**src/hcsr_pkg.sv**
```systemverilog
// package: register map, field positions and shared types for the hub config/status bank
`default_nettype none
package hcsr_pkg;
  localparam logic [7:0] HCSR_OFS_RESERVED_CONFIG_BIT_CFG   = 8'h00_F2;
  localparam logic [7:0] HCSR_OFS_STATUS_CMD = 8'h00_F8;
  localparam int         HCSR_BIT_RSVD0      = 0;
  localparam int         HCSR_BIT_CFG_ACT    = 0;
  localparam int         HCSR_BIT_IF_RST     = 1;
  localparam logic [7:0] HCSR_RESET_VAL      = 8'h00_00;
  localparam logic [7:0] HCSR_ZERO_BYTE      = 8'h00_00;
  // clocks that the target interface reset takes to complete
  localparam int         HCSR_IF_RST_CYCLES  = 4;
  localparam int         HCSR_CNT_W          = 3;

  typedef enum logic [1:0] {
    HCSR_MODE_PINS,
    HCSR_MODE_EEPROM,
    HCSR_MODE_SMBUS
  } hcsr_mode_e;

  typedef struct packed {
    logic       wr;
    logic       rd;
    logic [7:0] addr;
    logic [7:0] wdata;
  } hcsr_req_s;

  typedef struct packed {
    logic active_low_enable;
    logic individual_power;
    logic full_power_mgmt;
  } hcsr_straps_s;
endpackage : hcsr_pkg
`default_nettype wire

```
**src/hcsr_regs.sv**
```systemverilog
// hub configuration and status register bank with power-switch strap decode
// Functional notes
// - upper bits of both registers are read-only and read zero.
// - in eeprom mode the reserved bit 0 loads from eeprom data.
// - in smbus mode the host may overwrite the reserved bit.
// - interface reset returns target interface and registers to reset values.
// - interface reset set by writing one in smbus mode, cleared by hardware, zero ignored.
// - configuration-active flag set on entering eeprom or smbus mode.
// - upstream connection withheld while configuration-active reads one.
// - in eeprom mode the flag clears when leaving that mode.
// - flag clears on writing one; writing zero leaves it unchanged.
// - suspend strap low makes downstream power enables active low.
// - grouped-power strap low gives individual per-port power control.
// - full power management strap low enables full power management.
`default_nettype none
module hcsr_regs #(
  parameter int NUM_PORTS = 4
) (
  // clock, reset, enable
  input  wire logic                   core_clk,
  input  wire logic                   reset,
  input  wire logic                   clk_en,
  // mode entry/exit from the configuration engine (same clock)
  input  wire hcsr_pkg::hcsr_mode_e   config_mode,
  input  wire logic                   eeprom_load_valid,
  input  wire logic                   eeprom_reserved_config_bit_bit,
  // smbus target register access (same clock)
  input  wire hcsr_pkg::hcsr_req_s    host_req,
  output logic [7:0]                  host_rdata,
  output logic                        host_rvalid,
  // straps (asynchronous pins)
  input  wire logic                   high_speed_suspend_strap,
  input  wire logic                   grouped_power_strap,
  input  wire logic                   full_power_management_strap,
  // per-port power requests from hub logic
  input  wire logic [NUM_PORTS-1:0]   port_power_req,
  // outputs to the rest of the hub
  output logic                        reserved_bit,
  output logic                        upstream_connect_en,
  output logic                        target_if_reset,
  output logic [NUM_PORTS-1:0]        power_switch_en,
  output logic                        full_power_mgmt_en
);
  import hcsr_pkg::*;

  logic                  reserved_config_bit;
  logic                  configuration_in_progress;
  logic                  target_interface_reset;
  logic [HCSR_CNT_W-1:0] rst_cnt;
  logic                  rst_done;
  hcsr_mode_e            mode_q;
  logic                  enter_cfg;
  logic                  leave_eeprom;
  logic                  wr_reserved_config_bit;
  logic                  wr_stat;
  logic [2:0]            strap_sync;
  logic                  strap_seen;
  logic [1:0]            strap_age;
  hcsr_straps_s          straps;
  logic                  grouped_on;

  hcsr_sync #(.WIDTH(3)) u_strap_sync (
    .core_clk (core_clk),
    .reset    (reset),
    .clk_en   (clk_en),
    .async_in ({high_speed_suspend_strap, grouped_power_strap, full_power_management_strap}),
    .sync_out (strap_sync)
  );

  assign enter_cfg    = (config_mode != HCSR_MODE_PINS) && (mode_q == HCSR_MODE_PINS);
  assign leave_eeprom = (mode_q == HCSR_MODE_EEPROM) && (config_mode != HCSR_MODE_EEPROM);
  // only smbus writes reach the reserved bit; eeprom data arrive on their own port
  assign wr_reserved_config_bit      = host_req.wr && (config_mode == HCSR_MODE_SMBUS) &&
                        (host_req.addr == HCSR_OFS_RESERVED_CONFIG_BIT_CFG);
  assign wr_stat      = host_req.wr && (host_req.addr == HCSR_OFS_STATUS_CMD);
  assign rst_done     = target_interface_reset && (rst_cnt == HCSR_CNT_W'(HCSR_IF_RST_CYCLES - 1));

  always_ff @(posedge core_clk or posedge reset) begin
    if (reset) begin
      mode_q <= HCSR_MODE_PINS;
    end else if (clk_en) begin
      mode_q <= config_mode;
    end
  end

  always_ff @(posedge core_clk or posedge reset) begin
    if (reset) begin
      rst_cnt <= '0;
    end else if (clk_en) begin
      if (!target_interface_reset || rst_done) begin
        rst_cnt <= '0;
      end else begin
        rst_cnt <= rst_cnt + HCSR_CNT_W'(1);
      end
    end
  end

  always_ff @(posedge core_clk or posedge reset) begin
    if (reset) begin
      target_interface_reset <= 1'b0;
    end else if (clk_en) begin
      if (rst_done) begin
        target_interface_reset <= 1'b0;
      end else if (wr_stat && config_mode == HCSR_MODE_SMBUS && host_req.wdata[HCSR_BIT_IF_RST]) begin
        target_interface_reset <= 1'b1;
      end
    end
  end

  always_ff @(posedge core_clk or posedge reset) begin
    if (reset) begin
      reserved_config_bit <= HCSR_RESET_VAL[HCSR_BIT_RSVD0];
    end else if (clk_en) begin
      if (rst_done) begin
        reserved_config_bit <= HCSR_RESET_VAL[HCSR_BIT_RSVD0];
      end else if (config_mode == HCSR_MODE_EEPROM && eeprom_load_valid) begin
        reserved_config_bit <= eeprom_reserved_config_bit_bit;
      end else if (wr_reserved_config_bit) begin
        reserved_config_bit <= host_req.wdata[HCSR_BIT_RSVD0];
      end
    end
  end

  // hardware set wins over a host clear in the same cycle
  always_ff @(posedge core_clk or posedge reset) begin
    if (reset) begin
      configuration_in_progress <= HCSR_RESET_VAL[HCSR_BIT_CFG_ACT];
    end else if (clk_en) begin
      if (enter_cfg) begin
        configuration_in_progress <= 1'b1;
      end else if (leave_eeprom) begin
        configuration_in_progress <= 1'b0;
      end else if (wr_stat && host_req.wdata[HCSR_BIT_CFG_ACT]) begin
        configuration_in_progress <= 1'b0;
      end else if (rst_done) begin
        configuration_in_progress <= HCSR_RESET_VAL[HCSR_BIT_CFG_ACT];
      end
    end
  end

  // read port; upper bits zero
  always_ff @(posedge core_clk or posedge reset) begin
    if (reset) begin
      host_rdata  <= HCSR_ZERO_BYTE;
      host_rvalid <= 1'b0;
    end else if (clk_en) begin
      host_rvalid <= host_req.rd;
      host_rdata  <= HCSR_ZERO_BYTE;
      if (host_req.rd) begin
        if (host_req.addr == HCSR_OFS_RESERVED_CONFIG_BIT_CFG) begin
          host_rdata[HCSR_BIT_RSVD0] <= reserved_config_bit;
        end else if (host_req.addr == HCSR_OFS_STATUS_CMD) begin
          host_rdata[HCSR_BIT_IF_RST]  <= target_interface_reset;
          host_rdata[HCSR_BIT_CFG_ACT] <= configuration_in_progress;
        end
      end
    end
  end

  // the synchroniser shows its reset zeros for two edges; capturing earlier would latch them
  always_ff @(posedge core_clk or posedge reset) begin
    if (reset) begin
      strap_age <= '0;
    end else if (clk_en) begin
      strap_age <= {strap_age[0], 1'b1};
    end
  end

  // straps are caught once, after reset release, once synchronised
  always_ff @(posedge core_clk or posedge reset) begin
    if (reset) begin
      strap_seen <= 1'b0;
      straps     <= '0;
    end else if (clk_en && strap_age[1] && !strap_seen) begin
      strap_seen                <= 1'b1;
      straps.active_low_enable  <= ~strap_sync[2];
      straps.individual_power   <= ~strap_sync[1];
      straps.full_power_mgmt    <= ~strap_sync[0];
    end
  end

  assign grouped_on = |port_power_req;

  always_ff @(posedge core_clk or posedge reset) begin
    if (reset) begin
      reserved_bit        <= 1'b0;
      target_if_reset     <= 1'b0;
      upstream_connect_en <= 1'b0;
      full_power_mgmt_en  <= 1'b0;
      power_switch_en     <= '0;
    end else if (clk_en) begin
      reserved_bit        <= reserved_config_bit;
      target_if_reset     <= target_interface_reset;
      upstream_connect_en <= strap_seen && !configuration_in_progress;
      full_power_mgmt_en  <= strap_seen && straps.full_power_mgmt;
      for (int i = 0; i < NUM_PORTS; i++) begin
        power_switch_en[i] <= (straps.individual_power ? port_power_req[i] : grouped_on)
                              ^ straps.active_low_enable;
      end
    end
  end

  // assertions other than read_upper_a look at enabled cycles only: a frozen cycle changes no state
  conn_hold_a: assert property (@(posedge core_clk) disable iff (reset)
    clk_en && configuration_in_progress |=> !upstream_connect_en)
    else $error("upstream connected during configuration");

  conn_open_a: assert property (@(posedge core_clk) disable iff (reset)
    clk_en && strap_seen && !configuration_in_progress |=> upstream_connect_en)
    else $error("upstream held off without configuration");

  flag_w1c_a: assert property (@(posedge core_clk) disable iff (reset)
    clk_en && wr_stat && host_req.wdata[HCSR_BIT_CFG_ACT] && !enter_cfg |=> !configuration_in_progress)
    else $error("flag not cleared by write one");

  flag_w0keep_a: assert property (@(posedge core_clk) disable iff (reset)
    clk_en && configuration_in_progress && !leave_eeprom && !rst_done &&
    !(wr_stat && host_req.wdata[HCSR_BIT_CFG_ACT]) |=> configuration_in_progress)
    else $error("flag lost without cause");

  flag_set_a: assert property (@(posedge core_clk) disable iff (reset)
    clk_en && enter_cfg |=> configuration_in_progress)
    else $error("flag not set on config entry");

  eeprom_exit_a: assert property (@(posedge core_clk) disable iff (reset)
    clk_en && leave_eeprom && !enter_cfg |=> !configuration_in_progress)
    else $error("flag not cleared on eeprom exit");

  // the repeat count matches the interface reset length of four enabled cycles
  rst_selfclr_a: assert property (@(posedge core_clk) disable iff (reset)
    $rose(target_interface_reset) ##0 clk_en [*4] |=> !target_interface_reset)
    else $error("interface reset did not self clear");

  rst_w0_a: assert property (@(posedge core_clk) disable iff (reset)
    clk_en && !target_interface_reset &&
    !(wr_stat && host_req.wdata[HCSR_BIT_IF_RST]) |=> !target_interface_reset)
    else $error("interface reset set without write one");

  rst_reload_a: assert property (@(posedge core_clk) disable iff (reset)
    clk_en && rst_done |=> !target_interface_reset && reserved_config_bit == HCSR_RESET_VAL[HCSR_BIT_RSVD0])
    else $error("registers not reloaded by interface reset");

  eeprom_norst_a: assert property (@(posedge core_clk) disable iff (reset)
    clk_en && !target_interface_reset && config_mode != HCSR_MODE_SMBUS |=> !target_interface_reset)
    else $error("interface reset set outside smbus mode");

  read_upper_a: assert property (@(posedge core_clk) disable iff (reset)
    host_rvalid |-> host_rdata[7:2] == 6'h0_0)
    else $error("reserved bits read nonzero");

  reserved_config_bit_read_a: assert property (@(posedge core_clk) disable iff (reset)
    clk_en && host_req.rd && host_req.addr == HCSR_OFS_RESERVED_CONFIG_BIT_CFG |=> host_rdata[7:1] == 7'h00)
    else $error("reserved register upper bits read nonzero");

  rd_answer_a: assert property (@(posedge core_clk) disable iff (reset)
    clk_en && host_req.rd |=> host_rvalid)
    else $error("read not answered");

  rvalid_idle_a: assert property (@(posedge core_clk) disable iff (reset)
    clk_en && !host_req.rd |=> !host_rvalid)
    else $error("read valid without a read");

  host_wr_a: assert property (@(posedge core_clk) disable iff (reset)
    clk_en && wr_reserved_config_bit && !rst_done && !eeprom_load_valid |=>
    reserved_config_bit == $past(host_req.wdata[HCSR_BIT_RSVD0]))
    else $error("host write to reserved bit lost");

  eeprom_load_a: assert property (@(posedge core_clk) disable iff (reset)
    clk_en && config_mode == HCSR_MODE_EEPROM && eeprom_load_valid && !rst_done |=>
    reserved_config_bit == $past(eeprom_reserved_config_bit_bit))
    else $error("eeprom data not loaded into reserved bit");

  reserved_config_bit_keep_a: assert property (@(posedge core_clk) disable iff (reset)
    clk_en && !wr_reserved_config_bit && !rst_done && !(config_mode == HCSR_MODE_EEPROM && eeprom_load_valid) |=>
    $stable(reserved_config_bit))
    else $error("reserved bit changed without cause");

  strap_keep_a: assert property (@(posedge core_clk) disable iff (reset)
    clk_en && strap_seen |=> $stable(straps))
    else $error("strap options changed after capture");

  pwr_indiv_a: assert property (@(posedge core_clk) disable iff (reset)
    clk_en && strap_seen && !strap_sync[1] |=>
    power_switch_en == ($past(port_power_req) ^ {NUM_PORTS{!strap_sync[2]}}))
    else $error("individual power enables wrong");

  pwr_group_a: assert property (@(posedge core_clk) disable iff (reset)
    clk_en && strap_seen && strap_sync[1] |=>
    power_switch_en == {NUM_PORTS{($past(port_power_req) != '0) ^ !strap_sync[2]}})
    else $error("grouped power enables wrong");

  fpm_en_a: assert property (@(posedge core_clk) disable iff (reset)
    clk_en && strap_seen |=> full_power_mgmt_en == !strap_sync[0])
    else $error("full power management enable wrong");
endmodule : hcsr_regs
`default_nettype wire

```
**src/hcsr_sync.sv**
```systemverilog
// two-flop synchroniser for asynchronous pin levels
`default_nettype none
module hcsr_sync #(
  parameter int WIDTH = 1
) (
  // clock and reset
  input  wire logic             core_clk,
  input  wire logic             reset,
  input  wire logic             clk_en,
  // levels
  input  wire logic [WIDTH-1:0] async_in,
  output logic      [WIDTH-1:0] sync_out
);
  logic [WIDTH-1:0] stage1;

  always_ff @(posedge core_clk or posedge reset) begin
    if (reset) begin
      stage1   <= '0;
      sync_out <= '0;
    end else if (clk_en) begin
      stage1   <= async_in;
      sync_out <= stage1;
    end
  end
endmodule : hcsr_sync
`default_nettype wire

```
**config.mk**
```make
export PLATFORM = sky130hd
export DESIGN_NAME = hcsr_regs
export DESIGN_NICKNAME = d
export VERILOG_FILES = /design/src/hcsr_pkg.sv /design/src/hcsr_regs.sv /design/src/hcsr_sync.sv
export SDC_FILE = /design/constraint.sdc
export NUM_CORES = 1
export LEC_CHECK = 0
export ABC_AREA = 1
export BUFFER_PORTS_ARGS = -buffer_cell sky130_fd_sc_hd__buf_4
export CAP_MARGIN = 10
export CORE_ASPECT_RATIO = 1.2
export CORE_MARGIN = 5
export CORE_UTILIZATION = 45
export DETAILED_ROUTE_END_ITERATION = 7
export HOLD_SLACK_MARGIN = 0.15
export PLACE_DENSITY = 0.81
export SLEW_MARGIN = 20
export SYNTH_ARGS = -nofsm -noshare
export SYNTH_HDL_FRONTEND = slang
export SYNTH_SLANG_ARGS = --single-unit
```
**constraint.sdc**
```tcl
create_clock -name core_clk -period 1.15 [get_ports core_clk]
set_input_delay 0.23 -clock core_clk [delete_from_list [all_inputs] [get_ports core_clk]]
set_output_delay 0.23 -clock core_clk [all_outputs]
set_load 0.01 [all_outputs]
```
* Word-level counts from Yosys, hierarchy flattened *
Index checks and enable logic that the tools add are counted.

operators by class
  reductions and logical operators = 27
  add/subtract/negate cells = 1
  eq/ne operators = 7
  bitwise logic cells = 7
  multiplexer cells = 18

operator list
  cell                                                                      count
  8-bit == test (second input constant)                                     2
  1-bit two-way mux                                                         15
  1-bit logical AND                                                         14
  2-bit AND reduction                                                       3
  2-bit by 1-bit == test with 1-bit output (second input constant)          2
  2-bit two-way mux                                                         2
  2-bit nonzero test                                                        2
  4-bit nonzero test                                                        1
  4-bit OR reduction                                                        1
  1-bit XOR                                                                 4
  3-bit by 1-bit adder with 3-bit output (second input constant)            1
  3-bit by 2-bit == test with 1-bit output (second input constant)          1
  1-bit zero test                                                           3
  3-bit two-way mux                                                         1
  1-bit NOT                                                                 3
  3-bit nonzero test                                                        1
  2-bit == test (second input constant)                                     1
  2-bit zero test                                                           1
  2-bit by 1-bit inequality test with 1-bit output (second input constant)  1
  1-bit logical OR                                                          1

word-level totals
  logic and storage cells = 79
  output and inout port bits = 17
  flip-flop bits (word level) = 31
  bits of input ports = 32

* Depth between registers and ports, before layout *
Gate-level depths: netlist (run 1).

  depth in word-level cells = 6
  gate-level depth with buffers = 9
  gate-level depth less buffers = 9

* By module *
From an unflattened synthesis (run 1), not the netlist that was laid out.

unflattened totals
  cell total of the unflattened synthesis = 190
  area, all modules = 1589.0 µm²

modules (own cells, without submodules)
  module     times used  cells each  seq. area each (µm²)  area each (µm²)
  hcsr_regs  1           164         625.6                 1363.8
  hcsr_sync  1           26          150.1                 225.2

* Least setup slack after synthesis (run 1) *
No wires, ideal clock.

  kind = register -> register
  start = register rst_cnt[0]
  end = register configuration_in_progress
  library setup time = 0.065 ns
  path slack = -0.062 ns
  period minus slack after synthesis = 1.212 ns
  path buffers = 0
  arrival time = 1.147 ns
  required time = 1.085 ns
  stages on the path, launching flop included = 10
  cells stage by stage = dfrtp_1 -> ha_1 -> ha_1 -> nand2_1 -> nand2_1 -> nor2_1 -> nand2_1 -> nand2_1 -> nand2_1 -> nand2_1

on the way
  cells in the longest elaborated chain, start to end = 4

RTL lines
  what                                      line              source
  start, declared                           hcsr_regs.sv:49   logic [HCSR_CNT_W-1:0] rst_cnt;
  start signal, assigned                    hcsr_regs.sv:93   rst_cnt <= rst_cnt + HCSR_CNT_W'(1);
  3-bit by 2-bit == test with 1-bit output  hcsr_regs.sv:76   assign rst_done = target_interface_reset && (rst_cnt == HCSR_CNT_W'(HCSR_IF_RST_CYCLES - 1));
  1-bit logical AND                         hcsr_regs.sv:76
  4-bit nonzero test (no source line)       --
  2-bit AND reduction (no source line)      --
  end signal, assigned                      hcsr_regs.sv:127  configuration_in_progress <= HCSR_RESET_VAL[HCSR_BIT_CFG_ACT];
  end signal, assigned                      hcsr_regs.sv:136  configuration_in_progress <= HCSR_RESET_VAL[HCSR_BIT_CFG_ACT];
  end, declared                             hcsr_regs.sv:47   logic configuration_in_progress;

No other way between the ends.
A chain may end at the register's enable or synchronous reset.

* Worst setup path in the final report (run 1) *
Ends and elaborated chain as after synthesis.

==> flow_results.org, run 1 <==
** Outcome
- The run finished, with violations left.
- Violated checks :: negative setup slack

** Global routing
- After global routing, the most crowded layer is met2.
- GR Overflow Total :: 0
- The initial antenna violation count was 0.
- GRT Total Usage :: 0.150
- Wire length of the first global-routing pass :: 5.55 mm
- Met2 track demand over resource :: 0.266
- In the global route stage, met1 resource usage came out at 0.161.
- The via count of the first global-routing pass is 1314.
- Met3 demand-to-capacity share in global routing :: 0.0520
- Entering global routing, the biggest net connects 32 pins.

** Clock tree
- Clock-pin slew was measured on the worst setup and hold paths at 0.06 ns.
- The H-tree was split into 2 levels.
- Clock tree sinks :: 31
- Counting the buffers created by CTS gives 5.
- Clk Latency, worst-skew pair :: 0.28 ns
- The root buffer cell chosen for the clock tree is clkbuf_8.
- # Post-CTS Setup Buffers :: 0
- TritonCTS built the clock tree.
- Clock tree buffer depth :: 2

** Finish
- Final Cell Area :: 1950 sq um
- Most frequent cells in the layout :: nand2_1, buf_4, dfrtp_1
- NumNets Final :: 266
- Share of cells above drive strength 1 :: 0.263
- 0 antenna diodes ended up in the layout.
- P&R area growth vs syn :: 27.4%
- Leaving out fill and tap cells, the most frequent cell in the layout is nand2_1.

** Placement
- In this run the tool buffered the top-level ports with 36 buffer cells.
- Post-Place Setup Slack :: -0.0665 ns
- The HPWL after detailed placement is 2.33 mm.
- After detailed placement, the total cell area comes to 1810 sq um.
- Final estimated routing congestion in global placement :: 0.881

** Critical path
- Element type at the critical path end :: flop
- Counting cells, the worst reg-to-reg path comes to 9.
- Stage delay of the slowest cell on the critical path :: 0.38 ns
- CP Class :: flop to flop
- Traced cell by cell, the critical path runs through ha_2 > ha_4 > nand2_4 > nand2_1 > nor2_1 > nand2_1 > nand2_1 > nand2_1 > nand2_1.
- Worst path most repeated cell :: nand2_1
- Data on the critical path arrives at its endpoint at 1.42 ns.
- Req. time, crit path :: 1.37 ns
- STA classifies the critical path startpoint as a flop.
- Along the worst path, the maximum fanout reaches 3.
- Together, buffers and inverters on the worst path number 0.
- The worst register-to-register path ends at configuration_in_progress.
- Cell type group with the largest total delay on the critical path :: simple AND/OR/NAND/NOR gates
- Across all register-to-register paths, the minimum setup slack is -0.05 ns.
- Source of the worst register-to-register timing path :: rst_cnt[0]
- Slowest stage cell, crit path :: dfrtp_1

** STA
- Setup slack on the critical path of the routed design comes to -0.0519 ns.
- Timing would allow up to 0.832 GHz.
- Setup violations remaining at the end of the flow were counted as 2.
- The total count of hold-check failures in the final report came to 0.
- Number of pins with negative max-slew slack in the final report :: 0
- Final worst-path cycle share :: 1.05
- Setup skew after layout :: 0.00387 ns
- Setup repair after global routing could not meet its margin everywhere.
- Adding up every negative setup slack in the final design gives -0.103 ns.
- Final worst path period need :: 1.20 ns

** Routing
- The count of nets left with antenna violations once routing finished came out at 0.
- Detailed-router iteration count before antenna repair :: 4
- In the routed design, unresolved DRC markers number 0.
- In this run, the number of DRC markers left after iteration 0 of detailed routing was 48.
- Dividing the detail-routed wire length by the instance count gives 11.7 um.
- Number of vias per cell after detailed routing :: 4.84
- Summing over every cut layer, the via total after detailed routing is 1301.
- Final wirelength :: 3.14 mm

** Die
- Area of the die :: 4670 sq um
- Number of cell rows :: 23
- In this run the standard cell core region covers 3310 sq um.
- Pin placement for this block handled 49 I/O pins.
- The floorplan step set the die width to 63.2 um.
- Starting utilization of the core area :: 0.462
- The die is 73.8 um tall.

** Power
- In this run the power density over the cells is 1440 nW/um^2.
- Worst IR Drop VDD :: 0.00115 V
- The analysis attributes to cell leakage a power of 1.02 nW.

** Min path
- Critical hold path startpoint :: grouped_power_strap
- Worst min-delay path endpoint :: u_strap_sync.stage1[1]
- Worst hold path type :: input pin to flop
- Counting instances, the worst hold path has a depth of 3.

** Synthesis
- Yosys cell types :: 27
- Mean area per synthesized cell :: 8.08 sq um
- For this run, the number of Yosys warnings is 0.
- Syn Inst Count :: 189
- Counting flops and latches in the post-synthesis netlist gives 31.
- Summing every instance area after synthesis gives 1530 sq um.
- For this run, the register share of the synthesized area comes to 0.508.

** Run
- Count of max-cap constraint violations :: 0
-- worst reg2reg max path: stages (launching register included) --
cell	delay, ns
dfrtp_1	0.38
ha_2	0.20
ha_4	0.17
nand2_4	0.06
nand2_1	0.05
nor2_1	0.09
nand2_1	0.06
nand2_1	0.05
nand2_1	0.04
nand2_1	0.05
-- power breakdown --
part           total [mW]  internal [mW]  switching (mW)
logic               0.591          0.292           0.300
clock network       0.843          0.468           0.375
registers            1.37           1.26           0.112
total                2.80           2.02           0.787
-- what timing repair did --
item / 4_1_cts / 5_1_grt
resized for setup: 3 / 7
hold buffers: 2 / 0
hold endpoints to repair: 32 / 0
pin swaps: 2 / 1
endpoints found under the setup margin: 3 / 8
-- stage by stage --
stage                     power (mW)  std cells  utilization  hold slack [ns]
after floorplan                 1.70        194            -            0.334
after global placement          1.92        260        0.547            0.337
after detailed placement        1.95        260        0.547            0.338
after CTS                       2.83        269        0.584            0.159
after global routing            2.99        269        0.588            0.172
final                           2.80        269        0.588            0.166
-- cell usage after synthesis --
master	n	area [sq um]
nand2_1	70	263
dfrtp_1	31	776
inv_1	19	71.3
o21ai_0	13	65.1
nand3_1	11	55.1
nor2_1	10	37.5
buf_4	6	45.0
nand4_1	4	25.0
buf_6	3	33.8
a21oi_1	2	10.0
buf_2	2	10.0
ha_1	2	25.0
inv_2	2	7.51
a21boi_1	1	7.51
a22o_1	1	8.76
a32o_1	1	10.0
conb_1	1	3.75
nand2_2	1	6.26
nand3_2	1	10.0
nor2_2	1	6.26
nor3b_2	1	12.5
o211ai_1	1	7.51
o21ai_1	1	5.00
o22ai_1	1	6.26
o31ai_1	1	7.51
or2_1	1	6.26
or2_2	1	6.26
-- worst max-delay path by stage --
stage,from,cells after the start,slack [ns],endpoint
3_5_place_dp,rst_cnt[0],8,-0.07,reserved_config_bit
4_1_cts,rst_cnt[1],9,-0.06,configuration_in_progress
2_1_floorplan,rst_cnt[0],9,0.003,configuration_in_progress
3_3_place_gp,rst_cnt[0],9,-0.04,configuration_in_progress
5_1_grt,rst_cnt[0],9,-0.13,configuration_in_progress
6_report,rst_cnt[0],9,-0.05,configuration_in_progress
-- state kept, by name, indices dropped and copies added, names as in the netlist --
name and flops:
u_strap_sync.stage1 3, power_switch_en 4, strap_age 2, u_strap_sync.sync_out 3
host_rvalid 1, strap_seen 1, host_rdata 2, target_if_reset 1
reserved_config_bit 1, target_interface_reset 1, mode_q 2, full_power_mgmt_en 1
configuration_in_progress 1, upstream_connect_en 1, straps 3, reserved_bit 1
rst_cnt 3
-- final cells by class --
class / count / area, sq um
Clock buffer: 6 / 82.6
Tap cell: 37 / 46.3
Inverter: 21 / 78.8
Sequential cell: 31 / 776
Fill cell: 299 / 1360
Timing Repair Buffer: 42 / 320
Clock inverter: 1 / 5.00
Multi-Input combinational cell: 131 / 637
-- routing by layer --
layer / vias to the layer above / share of wire
met2: 38 / 0.48
met4: 0 / 0.019
met1: 589 / 0.43
met5: - / 0
li1: 667 / -
met3: 7 / 0.077
-- logic make-up after synthesis --
group | Yosys count | share of synthesized area
and+or+nand+nor | 101 | 0.280
buffers and inverters | 32 | 0.110
DFF | 31 | 0.508
AOI/OAI and AO/OA | 22 | 0.0835
adders and majority gates | 2 | 0.0164
other | 1 | 0.00245
Power figures use the tool's default switching activity.
==> run 2, diff against run 1 <==
CELL_PAD_IN_SITES_DETAIL_PLACEMENT = 1   (was not set)
CELL_PAD_IN_SITES_GLOBAL_PLACEMENT = 1   (was not set)
CORE_UTILIZATION = 32   (was 45)
PLACE_DENSITY = 0.8   (was 0.81)
==> flow_results.org, run 2 (same netlist as run 1, synthesis figures left out) <==
** Finish
- The register with the most flip-flops in the layout has 4 of them.
- Number of antenna diodes :: 0
- In the final layout, the share of cells above drive strength 1 is 0.298.
- The finished cells cover 2020 sq um.
- The library cell used most frequently in the layout, excluding fill and tap cells, is nand2_1.
- The layout has 565 filler cells.
- The register with the most flip-flops in the final layout is power_switch_en.
- Relative to the synthesized area, the layout overhead comes to 32.1%.
- In the layout the commonest cells are nand2_1, buf_4, dfrtp_1.
- In the final design database the tool counted 268 nets.

** Global routing
- GRT Total Usage :: 0.130
- Largest net degree at the start of global routing :: 32
- The via count of the first global-routing pass is 1438.
- GR Overflow Total :: 0
- Wire length of the first global-routing pass :: 6.32 mm
- The initial antenna violation count was 0.

** STA
- Static timing analysis puts the maximum clock frequency at 0.811 GHz.
- Final worst path period need :: 1.23 ns
- The total count of hold-check failures in the final report was 0.
- Worst setup margin :: -0.0828 ns
- On the final layout, the worst clock skew is 0.00410 ns.
- Setup-violating endpoint count in the final report :: 5
- Setup repair after global routing missed its margin :: true
- Across all hold checks on the routed design, the worst slack comes to 0.159 ns.
- Final worst-path cycle share :: 1.07
- The number of pins exceeding their max-slew limit in the final report came to 0.

** Critical path
- Data on the critical path arrives at its endpoint at 1.46 ns.
- The number of cells on the worst reg-to-reg path is 9.
- STA classifies the critical path startpoint as a flop.
- Stage delay of the slowest cell on the critical path :: 0.38 ns
- Broken down by cell family, the worst path's largest delay share belongs to simple AND/OR/NAND/NOR gates.
- Total stage count of the critical path :: 9
- Of all nets on the critical path, the largest fanout is 3.
- CP Class :: flop to flop
- The critical path starts at rst_cnt[0].
- Source of the worst register-to-register timing path :: rst_cnt[0]
- Sum of buffers and inverters on the critical path :: 0
- Element type at the critical path end :: flop
- Req. time, crit path :: 1.37 ns
- Traced cell by cell, the critical path runs through ha_2 > ha_4 > nand2_4 > nand2_2 > nor2_2 > nand2_1 > nand2_1 > nand2_1 > nand2_1.
- Worst path most repeated cell :: nand2_1
- Slowest stage cell, crit path :: dfrtp_1

** Placement
- The placed instances occupy a cell area of 1850 sq um.
- Final estimated routing congestion in global placement :: 0.693
- After legalization and detailed placement, the total HPWL measured 2.76 mm.
- Count of port buffers added during placement :: 36

** Die
- Placeable core region :: 4590 sq um
- The floorplan step set the die width to 73.1 um.
- For this configuration, the core starts out at a cell density of 0.333.
- Total I/O pin count :: 49
- The floorplan step defined a die boundary enclosing 6260 sq um.
- The die is 85.7 um tall.
- The floorplan has 27 rows.

** Outcome
- The flow ran to the end, but the final reports show violations.
- Violated checks :: negative setup slack

** Power
- Power share of the sequential group :: 0.484
- Internal Dissipation :: 1.99 mW
- Power, Total :: 2.84 mW
- Leakage power figure :: 1.04 nW
- Of the total power, combinational logic draws 0.229.
- Net Sw Frac :: 0.302
- IR analysis of the VDD net gives a maximum drop of 0.000539 V.
- Clock Power Share :: 0.287
- Power per cell area :: 1410 nW/um^2
- Net switching power :: 858 uW

** Routing
- Vias post-DR :: 1354
- The detail route stage leaves a number of antenna-violating nets equal to 0.
- Final wirelength :: 3.66 mm
- Detail-routed net length per standard cell :: 12.5 um
- Dividing the detail-routed via count by the number of cells gives 4.62.
- After detailed routing, the number of remaining DRC violations is 0.
- Detailed-router iteration count before antenna repair :: 4
- Number of DRC violations after detailed-routing iteration 0 :: 21

** Clock tree
- Clock transition time at the flip-flop clock pins of the worst setup and hold paths :: 0.07 ns
- TritonCTS created 5 clock buffers.
- Cell at the root of the clock tree :: clkbuf_8
- In this run the number of H-tree levels came out at 2.
- TritonCTS built the clock tree.
- Counting along the longest clock path gives a buffer depth of 2.
- The tree built by TritonCTS fans out to 31 sinks.
- The later pin in the worst-skew pair is clocked with a latency of 0.28 ns.

** Min path
- The worst hold path was traced through 3 stages.
- Critical hold path startpoint :: high_speed_suspend_strap
- Worst hold path type :: input pin to flop

** Run
- Count of max-cap constraint violations :: 0
-- run 2: changes by cell type in the layout (fill, tap and decap cells not counted), moves of 2 or more --
cell,delta
nor2_1,-2
clkinv_2,+2
o21ai_2,+4
o21ai_1,-3
-- run 2: worst paths after layout --
check / to / slack, ns
min in group asynchronous: straps[0] / 0.56
hold / removal: u_strap_sync.stage1[2] / 0.16
setup / recovery: configuration_in_progress / -0.08
hold reg to reg: straps[1] / 0.47
setup reg to reg: configuration_in_progress / -0.08
max in group asynchronous: upstream_connect_en / 0.42
-- run 2: routing by layer --
| metal | global-route usage | vias up | share of wire |
|---|---|---|---|
| li1 | - | 675 | - |
| met1 | 0.146 | 636 | 0.42 |
| met2 | 0.224 | 35 | 0.50 |
| met3 | 0.0387 | 8 | 0.064 |
| met4 | 0.0554 | 0 | 0.020 |
| met5 | 0 | - | 0 |
-- run 2: what timing repair did --
action | in CTS | in global routing
pin swaps | 4 | 5
hold endpoints to repair | 32 | 0
setup buffers | 0 | 2
endpoints found under the setup margin | 4 | 8
hold buffers | 2 | 0
gates resized for setup | 4 | 14
-- run 2: stage by stage --
stage / setup slack [ns] / util / TNS (ns) / std cells
after floorplan: 0.00277 / - / 0 / 194
after global routing: -0.165 / 0.439 / -0.676 / 293
after detailed placement: -0.0878 / 0.403 / -0.248 / 281
after CTS: -0.0809 / 0.429 / -0.194 / 291
final: -0.0828 / 0.439 / -0.334 / 293
after global placement: -0.0584 / 0.403 / -0.134 / 281
-- run 2: cell type report --
class                           count  area [sq um]  share of cell area
Multi-Input combinational cell    131           659               0.327
Sequential cell                    31           776               0.384
Clock inverter                      3          15.0             0.00744
Timing Repair Buffer               44           348               0.172
Inverter                           21          78.8              0.0391
Tap cell                           58          72.6              0.0360
Clock buffer                        5          68.8              0.0341
-- run 2: power groups by stage --
stage	sequential [mW]	combinational [mW]	clock, mW
2_1_floorplan	1.39	0.315	0
3_3_place_gp	1.38	0.555	0
3_5_place_dp	1.39	0.583	0
4_1_cts	1.38	0.620	0.854
5_1_grt	1.40	0.755	0.923
6_report	1.38	0.653	0.816
-- run 2: worst reg2reg max path: cells and delay by family (launching register included) --
kind	cells	cell delay (ns)
DFF	1	0.38
adders and majority gates	2	0.37
and+or+nand+nor	7	0.43
==> run 3, diff against run 2 <==
CORE_MARGIN = not set   (was 5)
SETUP_SLACK_MARGIN = 0.3   (was not set)
==> flow_results.org, run 3 (same netlist as run 1, synthesis figures left out) <==
** Critical path
- CP Class :: flop to flop
- Data on the critical path is required at its endpoint by 1.37 ns.
- Sum of buffers and inverters on the critical path :: 0
- Arrival time reported for the critical path endpoint :: 1.46 ns
- In this run the worst path has a maximum fanout of 3.
- Cell type group with the largest total delay on the critical path :: simple AND/OR/NAND/NOR gates
- STA classifies the critical path startpoint as a flop.
- On the worst path, the slowest cell contributes a delay of 0.41 ns.
- Worst path most repeated cell :: nand2_1
- Element type at the critical path end :: flop
- Slowest stage cell, crit path :: dfrtp_1
- The signal on the critical path passes through ha_4 > ha_4 > nand2_4 > nand2_1 > nor2_1 > nand2_1 > nand2_1 > nand2_1 > nand2_1.

** Finish
- NumNets Final :: 281
- P&R area growth vs syn :: 44.4%
- The library cell used most frequently in the layout, excluding fill and tap cells, is nand2_1.
- Number of antenna diodes :: 0
- Measured on the finished design, the core utilization comes to 0.480.
- The register with the most flip-flops in the final layout is power_switch_en.
- In the layout the commonest cells are nand2_1, buf_4, dfrtp_1.
- Of the cells placed in the final design, the portion with a size suffix greater than 1 is 0.356.
- Max FFs per register :: 4

** Clock tree
- The clock reaches the later pin of the worst-skew pair after 0.28 ns.
- Clock tree synthesis inserted a total of 5 buffers.
- TritonCTS built the clock tree.
- Counting along the longest clock path gives a buffer depth of 2.
- The tree is rooted in a clkbuf_8.
- Level count of the clock H-tree :: 2
- Clock transition time at the flip-flop clock pins of the worst setup and hold paths :: 0.06 ns
- Clock tree sinks :: 31

** Routing
- After detailed routing, the average wire length per cell comes to 11.7 um.
- Detailed-router iteration count before antenna repair :: 3
- After detailed routing, the total wire length is 3.58 mm.
- Count of unresolved DRC violations after routing :: 0
- Number of DRC violations after detailed-routing iteration 0 :: 38
- Summing over every cut layer, the via total after detailed routing is 1386.
- Once detail routing completed, the nets flagged for antenna violations numbered 0.
- Number of vias per cell after detailed routing :: 4.54

** Die
- Placeable core region :: 4590 sq um
- Starting utilization of the core area :: 0.333
- Height of the die :: 77.7 um
- 49 I/O pins were placed.
- Number of cell rows :: 27
- The floorplan step defined a die boundary enclosing 5060 sq um.
- The die is 65.1 um wide.

** STA
- Setup-violating endpoint count in the final report :: 3
- The worst path in the final design needs a cycle of 1.24 ns, including I/O delays and setup.
- Worst setup margin :: -0.0870 ns
- Final worst-path cycle share :: 1.08
- The number of pins exceeding their max-slew limit in the final report was 0.
- On the final layout, the worst clock skew is 0.00263 ns.
- Max Freq :: 0.808 GHz
- Setup repair after global routing could not meet its margin everywhere.
- The total count of hold-check failures in the final report came to 0.

** Global routing
- Antenna violations before repair :: 0
- The via count of the first global-routing pass came to 1370.
- Met3 demand-to-capacity share in global routing :: 0.0441
- After global routing the overflow that remains totals 0.
- GRT Total Usage :: 0.162
- For this run, global-route usage on met1 was measured as 0.192.
- Busiest layer in global routing :: met2
- Wire length of the first global-routing pass :: 6.06 mm
- Entering global routing, the biggest net connects 32 pins.
- For met2 alone, demand over resource in global routing was 0.267.

** Power
- Leakage power figure :: 1.11 nW
- In this run the power density over the cells is 1370 nW/um^2.
- The completed layout was analyzed and its total power is 3.02 mW.
- The worst-case IR drop observed on VDD is 0.000816 V.

** Min path
- Worst hold path type :: input pin to flop

** Outcome
- Result of the run :: finished with violations
- The checks that failed: negative setup slack.

** Placement
- Count of port buffers added during placement :: 36
- Final estimated routing congestion in global placement :: 0.818
- Detailed placement ended at an HPWL of 2.59 mm.

** Run
- Count of max-cap constraint violations :: 0
-- run 3: cell count changes in the layout (fill, tap and decap cells not counted), moves of 2 or more --
cell | before | now
buf_6 | 0 | 11
inv_1 | 17 | 14
clkinv_2 | 3 | 1
nor2_2 | 2 | 4
o21ai_2 | 4 | 2
o21ai_4 | 0 | 2
-- run 3: area by class of cell --
cell class | instances | area [sq um]
Fill cell | 573 | 2390
Sequential cell | 31 | 777
Multi-Input combinational cell | 131 | 694
Timing Repair Buffer | 57 | 489
Inverter | 21 | 85.1
Clock buffer | 6 | 82.6
Tap cell | 58 | 72.6
Clock inverter | 1 | 5.00
-- run 3: metrics by stage --
step	cell area, sq um	cells	setup slack [ns]	hold WS, ns	TNS [ns]
floorplan	1590	194	0.0224	0.152	0
global placement	1890	282	-0.0424	0.274	-0.0610
detailed placement	1890	282	-0.0896	0.278	-0.186
CTS	2100	298	-0.101	0.158	-0.285
global route	2210	305	-0.143	0.163	-0.444
finish	2210	305	-0.0870	0.168	-0.120
-- run 3: final timing paths --
check	from	depth (start not counted)	to	slack, ns
worst max-delay path	rst_cnt[1]	9	configuration_in_progress	-0.09
worst min-delay path	high_speed_suspend_strap	3	u_strap_sync.stage1[2]	0.17
worst max register to register	rst_cnt[1]	9	configuration_in_progress	-0.09
worst min register to register	u_strap_sync.sync_out[0]	1	straps[0]	0.46
max in group asynchronous	reset	4	target_interface_reset	0.44
min in group asynchronous	reset	4	power_switch_en[0]	0.53
-- run 3: metal layers --
metal,wire length [um],vias to the layer above
met5,0,-
met4,73,0
met3,153,6
met2,1740,35
met1,1610,646
li1,-,699
-- run 3: timing repair --
action                                  4_1_cts  5_1_grt
endpoints found under the setup margin       26       28
resized for setup                            13       16
endpoints found under the hold margin        33        0
gates cloned                                  0        0
pin swaps                                     3        4
hold buffers                                  3        0
setup buffers                                 6        7
-- run 3: power by group --
part	switching [mW]	leakage, nW	internal (mW)
registers	0.144	0.380	1.26
clock network	0.384	0.0470	0.468
logic	0.339	0.683	0.419
total	0.868	1.11	2.15
-- run 3: worst reg2reg max path, cell delays in order (launching register included) --
cell	delay, ns
dfrtp_1	0.41
ha_4	0.18
ha_4	0.17
nand2_4	0.07
nand2_1	0.06
nor2_1	0.09
nand2_1	0.06
nand2_1	0.05
nand2_1	0.04
nand2_1	0.05
